==> src/hdl/dhs_defs.svh <==
// constants for the converter host signalling block
`ifndef DHS_DEFS_SVH
`define DHS_DEFS_SVH
`define DHS_NUM_INT 8
`define DHS_NUM_CHAN 8
`define DHS_CHAN_W 3
`define DHS_FIFO_DEPTH 32
`define DHS_CNT_W 6
`define DHS_SYNC_W 3
`define DHS_SYNC_BIT_TRIG 0
`define DHS_SYNC_BIT_BW 1
`define DHS_SYNC_BIT_CS 2
`define DHS_RST_STATUS 8'h00
`define DHS_RST_TRIG_DIR 1'b0
`endif

==> src/hdl/dhs_pkg.sv <==
// types for the converter host signalling block
package dhs_pkg;
    typedef enum logic [1:0] {
        DHS_IDLE,
        DHS_ARMED,
        DHS_BUSY
    } dhs_state_type;
endpackage

==> src/hdl/dhs_sync.sv <==
// two flip-flop synchroniser for a group of pin inputs
`timescale 1ns/1ps
`default_nettype none
module dhs_sync #(
    parameter int WIDTH = 3
) (
    input wire logic CLK_SYS_IN,
    input wire logic RESET_IN,
    input wire logic [WIDTH-1:0] RESET_VAL_IN,
    input wire logic [WIDTH-1:0] ASYNC_IN,
    output logic [WIDTH-1:0] SYNC_OUT
);
    logic [WIDTH-1:0] meta_r;
    logic [WIDTH-1:0] stable_r;

    genvar i;
    generate
        for (i = 0; i < WIDTH; i++) begin : g_bit
            always_ff @(posedge CLK_SYS_IN or posedge RESET_IN) begin
                if (RESET_IN) begin
                    meta_r[i] <= 1'b0;
                    stable_r[i] <= 1'b0;
                end else begin
                    meta_r[i] <= ASYNC_IN[i];
                    stable_r[i] <= meta_r[i];
                end
            end
        end
    endgenerate

    assign SYNC_OUT = stable_r;
endmodule
`default_nettype wire

==> src/hdl/dhs_top.sv <==
// host-facing control pins of the data acquisition converter
//////////////////////////////////////////////////////////////////////////////
//////////////////////////////////////////////////////////////////////////////
`timescale 1ns/1ps
`default_nettype none
`include "dhs_defs.svh"
module dhs_top
    import dhs_pkg::*;
#(
    parameter int NUM_INT = `DHS_NUM_INT,
    parameter int NUM_CHAN = `DHS_NUM_CHAN,
    parameter int CHAN_W = `DHS_CHAN_W,
    parameter int CNT_W = `DHS_CNT_W
) (
    input wire logic CLK_SYS_IN,
    input wire logic RESET_IN,
    input wire logic TRIG_DIR_SELECT_IN,
    input wire logic SAMPLE_TRIGGER_PIN_IN,
    output logic SAMPLE_TRIGGER_PIN_OUT,
    output logic SAMPLE_TRIGGER_PIN_OE_N_OUT,
    input wire logic SEQ_START_IN,
    input wire logic INSTR_IS_COMPARE_IN,
    input wire logic OP_DONE_IN,
    output logic SAMPLE_HOLD_OUT,
    output logic START_CONVERT_OUT,
    output logic START_COMPARE_OUT,
    output logic OP_BUSY_OUT,
    input wire logic CHIP_SEL_N_IN,
    output logic CLOCK_RUN_OUT,
    input wire logic BUS_WIDTH_SELECT_IN,
    input wire logic HOST_READ_EN_IN,
    output logic BYTE_MODE_OUT,
    output logic DATA_LO_OE_N_OUT,
    output logic DATA_HI_OE_N_OUT,
    input wire logic [NUM_INT-1:0] INT_EVENT_IN,
    input wire logic [NUM_INT-1:0] INT_ENABLE_IN,
    input wire logic INT_STATUS_READ_IN,
    output logic [NUM_INT-1:0] INT_STATUS_OUT,
    output logic IRQ_OUT_N,
    input wire logic [CNT_W-1:0] FIFO_COUNT_IN,
    input wire logic [CNT_W-1:0] XFER_THRESHOLD_IN,
    output logic TRANSFER_REQUEST_OUT,
    input wire logic INSTR_DIFF_IN,
    input wire logic [CHAN_W-1:0] INSTR_CHAN_POS_IN,
    input wire logic [CHAN_W-1:0] INSTR_CHAN_NEG_IN,
    output logic [NUM_CHAN-1:0] MUX_POS_SEL_OUT,
    output logic [NUM_CHAN-1:0] MUX_NEG_SEL_OUT
);
    //////////////////////////////////////////////////////////////////////////
    // pin synchronisers
    logic [`DHS_SYNC_W-1:0] pins_sync;
    logic trig_prev_r;
    logic trig_in;
    logic run;

    dhs_sync #(
        .WIDTH(`DHS_SYNC_W)
    ) u_sync (
        .CLK_SYS_IN(CLK_SYS_IN),
        .RESET_IN(RESET_IN),
        .RESET_VAL_IN('0),
        .ASYNC_IN({CHIP_SEL_N_IN, BUS_WIDTH_SELECT_IN, SAMPLE_TRIGGER_PIN_IN}),
        .SYNC_OUT(pins_sync)
    );

    assign trig_in = pins_sync[`DHS_SYNC_BIT_TRIG];
    assign run = pins_sync[`DHS_SYNC_BIT_CS];

    function automatic logic [NUM_CHAN-1:0] chan_onehot(input logic [CHAN_W-1:0] ch);
        logic [NUM_CHAN-1:0] v;
        v = '0;
        v[ch] = 1'b1;
        return v;
    endfunction

    //////////////////////////////////////////////////////////////////////////
    // trigger direction
    logic trig_dir_r;

    always_ff @(posedge CLK_SYS_IN or posedge RESET_IN) begin
        if (RESET_IN) begin
            trig_dir_r <= `DHS_RST_TRIG_DIR;
            SAMPLE_TRIGGER_PIN_OE_N_OUT <= 1'b1;
        end else begin
            trig_dir_r <= TRIG_DIR_SELECT_IN;
            SAMPLE_TRIGGER_PIN_OE_N_OUT <= ~TRIG_DIR_SELECT_IN;
        end
    end

    always_ff @(posedge CLK_SYS_IN or posedge RESET_IN) begin
        if (RESET_IN) begin
            trig_prev_r <= 1'b0;
        end else begin
            trig_prev_r <= trig_in;
        end
    end

    //////////////////////////////////////////////////////////////////////////
    // operation sequencing
    dhs_state_type state_r;
    dhs_state_type state_nxt;
    logic trig_edge;
    logic start_go;

    assign trig_edge = ~trig_dir_r & trig_in & ~trig_prev_r;

    always_comb begin
        state_nxt = state_r;
        start_go = 1'b0;
        case (state_r)
            DHS_IDLE: begin
                if (trig_edge) begin
                    state_nxt = DHS_ARMED;
                end else if (trig_dir_r && SEQ_START_IN && run) begin
                    state_nxt = DHS_BUSY;
                    start_go = 1'b1;
                end
            end
            DHS_ARMED: begin
                if (run) begin
                    state_nxt = DHS_BUSY;
                    start_go = 1'b1;
                end
            end
            DHS_BUSY: begin
                if (OP_DONE_IN) begin
                    state_nxt = DHS_IDLE;
                end
            end
            default: begin
                state_nxt = DHS_IDLE;
            end
        endcase
    end

    always_ff @(posedge CLK_SYS_IN or posedge RESET_IN) begin
        if (RESET_IN) begin
            state_r <= DHS_IDLE;
            SAMPLE_HOLD_OUT <= 1'b0;
            START_CONVERT_OUT <= 1'b0;
            START_COMPARE_OUT <= 1'b0;
            OP_BUSY_OUT <= 1'b0;
            SAMPLE_TRIGGER_PIN_OUT <= 1'b0;
            CLOCK_RUN_OUT <= 1'b0;
        end else begin
            state_r <= state_nxt;
            SAMPLE_HOLD_OUT <= trig_edge && state_r == DHS_IDLE;
            START_CONVERT_OUT <= start_go & ~INSTR_IS_COMPARE_IN;
            START_COMPARE_OUT <= start_go & INSTR_IS_COMPARE_IN;
            OP_BUSY_OUT <= state_nxt == DHS_BUSY;
            SAMPLE_TRIGGER_PIN_OUT <= state_nxt == DHS_BUSY;
            CLOCK_RUN_OUT <= run;
        end
    end

    //////////////////////////////////////////////////////////////////////////
    // channel selection latched at start
    always_ff @(posedge CLK_SYS_IN or posedge RESET_IN) begin
        if (RESET_IN) begin
            MUX_POS_SEL_OUT <= '0;
            MUX_NEG_SEL_OUT <= '0;
        end else if (start_go) begin
            MUX_POS_SEL_OUT <= chan_onehot(INSTR_CHAN_POS_IN);
            MUX_NEG_SEL_OUT <= INSTR_DIFF_IN ? chan_onehot(INSTR_CHAN_NEG_IN) : '0;
        end
    end

    //////////////////////////////////////////////////////////////////////////
    // bus width and data lane enables
    always_ff @(posedge CLK_SYS_IN or posedge RESET_IN) begin
        if (RESET_IN) begin
            BYTE_MODE_OUT <= 1'b0;
            DATA_LO_OE_N_OUT <= 1'b1;
            DATA_HI_OE_N_OUT <= 1'b1;
        end else begin
            BYTE_MODE_OUT <= pins_sync[`DHS_SYNC_BIT_BW];
            DATA_LO_OE_N_OUT <= ~HOST_READ_EN_IN;
            DATA_HI_OE_N_OUT <= ~(HOST_READ_EN_IN & ~pins_sync[`DHS_SYNC_BIT_BW]);
        end
    end

    //////////////////////////////////////////////////////////////////////////
    // interrupt status
    logic [NUM_INT-1:0] status_nxt;

    always_comb begin
        status_nxt = (INT_STATUS_READ_IN ? '0 : INT_STATUS_OUT)
                     | (INT_EVENT_IN & INT_ENABLE_IN);
    end

    always_ff @(posedge CLK_SYS_IN or posedge RESET_IN) begin
        if (RESET_IN) begin
            INT_STATUS_OUT <= `DHS_RST_STATUS;
            IRQ_OUT_N <= 1'b1;
        end else begin
            INT_STATUS_OUT <= status_nxt;
            IRQ_OUT_N <= ~(|status_nxt);
        end
    end

    //////////////////////////////////////////////////////////////////////////
    // transfer request
    always_ff @(posedge CLK_SYS_IN or posedge RESET_IN) begin
        if (RESET_IN) begin
            TRANSFER_REQUEST_OUT <= 1'b0;
        end else if (FIFO_COUNT_IN == '0) begin
            TRANSFER_REQUEST_OUT <= 1'b0;
        end else if (FIFO_COUNT_IN == XFER_THRESHOLD_IN) begin
            TRANSFER_REQUEST_OUT <= 1'b1;
        end
    end
endmodule
`default_nettype wire

==> config.mk <==
export PLATFORM = sky130hd
export DESIGN_NAME = dhs_top
export DESIGN_NICKNAME = d
export VERILOG_FILES = /design/src/hdl/dhs_pkg.sv /design/src/hdl/dhs_sync.sv /design/src/hdl/dhs_top.sv
export VERILOG_INCLUDE_DIRS = /design/src /design/src/hdl
export SDC_FILE = /design/constraint.sdc
export NUM_CORES = 1
export LEC_CHECK = 0
export BUFFER_PORTS_ARGS = -buffer_cell sky130_fd_sc_hd__buf_2
export CAP_MARGIN = 20
export CORE_AREA = 2 2 58 87
export DETAILED_ROUTE_END_ITERATION = 8
export DIE_AREA = 0 0 60 89
export HOLD_SLACK_MARGIN = 0.1
export PLACE_DENSITY = 0.73
export SLEW_MARGIN = 40
export SYNTH_ARGS = -nofsm -noshare
export SYNTH_HDL_FRONTEND = slang
export SYNTH_HIERARCHICAL = 1
export SYNTH_SLANG_ARGS = --single-unit
==> constraint.sdc <==
create_clock -name CLK_SYS_IN -period 1.3 [get_ports CLK_SYS_IN]
set_input_delay 0.26 -clock CLK_SYS_IN [delete_from_list [all_inputs] [get_ports CLK_SYS_IN]]
set_output_delay 0.26 -clock CLK_SYS_IN [all_outputs]
set_load 0.02 [all_outputs]
# After elaboration in Yosys (flattened, before gate mapping)
# Cells that the tools add are included.
# totals
regBits,45
latch_bits,0
ram_bits,0
mem_bits_ro,0
input_bits,46
output_inout_bits,36
n_memories,0
# classes
addsub,0
n_mul,0
n_div,0
order_cmp,4
eq_ne,4
shift,0
n_mux,17
bitwise,15
n_reduce_logical,9
# ops
cell,count
$mux W8,2
$and A8 B8 Y8,1
$lt A3 B4 Y1 const B,2
$mux W2,4
$not A1 Y1,8
$or A8 B8 Y8,1
$reduce_or A8 Y1,1
$mux W1,7
$demux W1 S3,2
$eq A6 B6 Y1,1
$ge A3 B1 Y1 const B,2
$logic_not A6 Y1,1
$pmux W2 S3,1
$and A1 B1 Y1,5
$logic_and A1 B1 Y1,5
$eq A2 B2 Y1 const B,2
$eq A2 B1 Y1 const B,1
$logic_not A2 Y1,1
$pmux W1 S2,1
$reduce_bool A2 Y1,1

# Longest topological paths before layout
# depth
word_depth,6
ltp_mapped,4
ltp_nobuf,3

# By module
# The synthesis kept the hierarchy.
# by_module_without_submodules
module,instances,cells_per_inst,area_each_um2
dhs_top,1,138,1651.6
dhs_sync,1,7,153.9

# Worst setup path before layout
# No wires, ideal clock.
# synth_timing
path_type,flip-flop to flip-flop
from,register state_r[1]
to,register MUX_NEG_SEL_OUT[2]
setup_ns,0.125
arrival_ns,1.147
path_slack_ns,0.028
stages_incl_launch_ff,4
synth_period_minus_slack_ns,1.272
cell_sequence,dfrtp_1 nor3b_2 buf_6 mux2_2
# synth_between
elab_chain_cells,2
# synth_lines
element,line,source
start: declaration,dhs_top.sv:100,dhs_state_type state_r;
start signal: assignment,dhs_top.sv:146,state_r <= state_nxt;
$eq A2 B1 Y1 or $logic_not A2 Y1 (tied branches),dhs_top.sv:110,case (state_r)
$pmux W1 S2 (*),dhs_top.sv:110,
end signal: assignment,dhs_top.sv:164,MUX_NEG_SEL_OUT <= INSTR_DIFF_IN ? chan_onehot(INSTR_CHAN_NEG_IN) : '0;
end: declaration,dhs_top.sv:47,output logic [NUM_CHAN-1:0] MUX_NEG_SEL_OUT
# Mark *: on every way between the ends. The rest lies on a longest branch, timed or not.
# A chain may end at the register's enable or synchronous reset.

# Worst setup path after layout
# layout_timing
from,register trig_dir_r
to,register MUX_POS_SEL_OUT[2]
# layout_between
elab_chain_cells,5
# layout_lines
element,line,source
start: declaration,dhs_top.sv:78,logic trig_dir_r;
start signal: assignment,dhs_top.sv:82,trig_dir_r <= `DHS_RST_TRIG_DIR;
$not A1 Y1 or $logic_and A1 B1 Y1 (tied branches),"dhs_top.sv:105, dhs_top.sv:114",
$and A1 B1 Y1 or $logic_and A1 B1 Y1 (tied branches),"dhs_top.sv:105, dhs_top.sv:114",
$and A1 B1 Y1 or $mux W1 (tied branches),"dhs_top.sv:105, dhs_top.sv:114",
$mux W1 (*),dhs_top.sv:112,if (trig_edge) begin
$pmux W1 S2 (*),dhs_top.sv:110,
end signal: assignment,dhs_top.sv:163,MUX_POS_SEL_OUT <= chan_onehot(INSTR_CHAN_POS_IN);
end: declaration,dhs_top.sv:46,"output logic [NUM_CHAN-1:0] MUX_POS_SEL_OUT,"
# Marked as above.

==> flow_summary.yaml <==
outcome:
  status: "completed"
die:
  dieArea_mm2: 0.00534
  row_count: 30
  io-pin-count: 82
  die_w_um: 60
  initial_core_util_pct: 39.7
  core_area_mm2: 0.00454
  chipHeight_um: 89
power_and_ir_drop:
  powerDensity_mw_per_mm2: 1250
  finalPower_mw: 3.22
  vdd_ir_drop_max_v: 0.000788
  p_leak_nw: 1.36
timing:
  hold_viol_final: 0
  setup_viol_count_final: 0
  max_freq_mhz: 776
  layout_setup_ws_ps: 11.0
  worst_pin_slew_ps: 326
  rsz0062_at_grt: "yes"
  period_needed_ps: 1290
  whs_ps: 129
  post-route-period-util_pct: 99.2
  max-slew-margin-rel_pct: 78.2
  report.final.slew_viol_count: 0
  skew_ps: 3.94
final_layout:
  drive_gt1_share_pct: 50.4
  fin_util_pct: 56.7
  final_nets: 291
  fin_area_mm2: 0.00258
  areaGrowthSynthToFinish_pct: 43.0
  nFillCells: 397
  n_antenna_cell: 0
synth:
  syn_inst: 144
  syn_area_mm2: 0.00180
  synth_nets: 190
  avgSynthCellArea_um2: 12.5
  yosysWarnings: 6
routing:
  remaining_drc_errors: 0
  routed_wl_um: 3760
  drt_iter0_drc: 34
  postRouteAntennaNets: 0
  viasPerCell: 4.61
  vias: 1429
  firstDrtPassIters: 4
  wl_per_cell_um: 12.1
worst_setup_path:
  crit_fanout: 8
  arrival_ps: 1480
  cp-start-kind: "flop"
  required_ps: 1490
  critPathCaptureType: "flop"
  criticalPathCategory: "reg -> reg"
placed_design:
  port_buffers: 81
  placed_area_mm2: 0.00232
  place_ws_ps: -39.3
  dp_hpwl_um: 2810
  gp_congestion: 0.736
global_route:
  antenna_found_initial: 0
  grt_max_degree: 23
  grt_remaining_overflow: 0
  grt_pass1_vias: 1399
  grt_pass1_wl_um: 6020
  grt_usage_pct: 15.5
worst_hold_path:
  hold_class: "in -> reg"
clocking:
  cts_buffers: 5
  clk_latency_ps: 300
  clkTransAtPathRegs_ps: 80
  numClockSinks: 45
  clock_path_buffers: 2
  cts_tree: "done"
  root_buffer: "clkbuf_8"
  htreeDepth: 2
flow_run:
  drv_cap: 0
sequential cells by signal (all words and copies together) (netlist names), 2 cells and up:
name / flops
INT_STATUS_OUT: 8
MUX_POS_SEL_OUT: 8
u_sync/meta_r: 3
u_sync/SYNC_OUT: 3
state_r: 2
MUX_NEG_SEL_OUT: 8
layout by cell type, fill, tap and decap left out, drive strengths merged, types with 3 or more instances in the layout:
master	count
buf	92
nand2b	9
nand2	15
nor3	3
xnor2	6
o21ai	6
clkbuf	5
dfrtp	41
dlygate4sd3	6
dfstp	4
nor2	7
mux2	16
nor3b	5
inv	9
o2111ai	4
final cells by class:
| type | instances | area, um2 | share of cell area [%] |
|---|---|---|---|
| sequential | 45 | 1130 | 43.9 |
| multi-input combinational | 87 | 669 | 26.0 |
| timing repair buffer | 98 | 576 | 22.3 |
| tap | 64 | 80.1 | 3.11 |
| clock buffer | 5 | 68.8 | 2.67 |
| inverter | 8 | 30.0 | 1.17 |
| clock inverter | 3 | 21.3 | 0.826 |
layer usage:
layer  part of all wire, %  routed length [um]  global-route usage, %  vias up
met2                    51                1930                   26.0       69
met3                   8.8                 332                   5.79        6
met4                   2.0                  75                   7.27        0
li1                      -                   -                      -      689
met1                    38                1430                   17.0      665
met5                     0                   0                      0        -
worst max-delay path: stages, from the launching register on:
cell and delay, ps:
dfrtp_1 370, a21oi_2 60, nor3b_2 140, buf_4 160, buf_8 150, mux2_4 300
metrics by stage:
stage,instances,setup TNS (ps)
6_report,310,0
5_1_grt,310,-557
4_1_cts,309,-250
3_5_place_dp,293,-450
3_3_place_gp,293,-167
2_1_floorplan,144,0
worst paths after layout:
kind | startpoint | end | slack (ps) | cells past startpoint
setup / recovery | trig_dir_r | MUX_POS_SEL_OUT[2] | 10 | 5
hold / removal | INSTR_IS_COMPARE_IN | START_CONVERT_OUT | 130 | 2
setup reg to reg | trig_dir_r | MUX_POS_SEL_OUT[2] | 10 | 5
hold reg to reg | u_sync/meta_r[2] | u_sync/SYNC_OUT[2] | 360 | 0
max in group asynchronous | RESET_IN | IRQ_OUT_N | 320 | 4
min in group asynchronous | RESET_IN | u_sync/meta_r[1] | 430 | 3
power by group:
group | leakage [nW] | internal (mW) | switching, mW | total (mW)
sequential | 0.566 | 1.54 | 0.0678 | 1.61
clock | 0.0445 | 0.381 | 0.485 | 0.866
combinational | 0.745 | 0.352 | 0.391 | 0.743
timing repair:
action	CTS	global route
resized for setup	18	4
hold buffers	6	0
setup endpoints to repair	16	16
setup buffers	1	1
endpoints found under the hold margin	15	0
pin swaps	2	1
cloned	1	0
No activity file was read; power rests on OpenSTA's default activity.
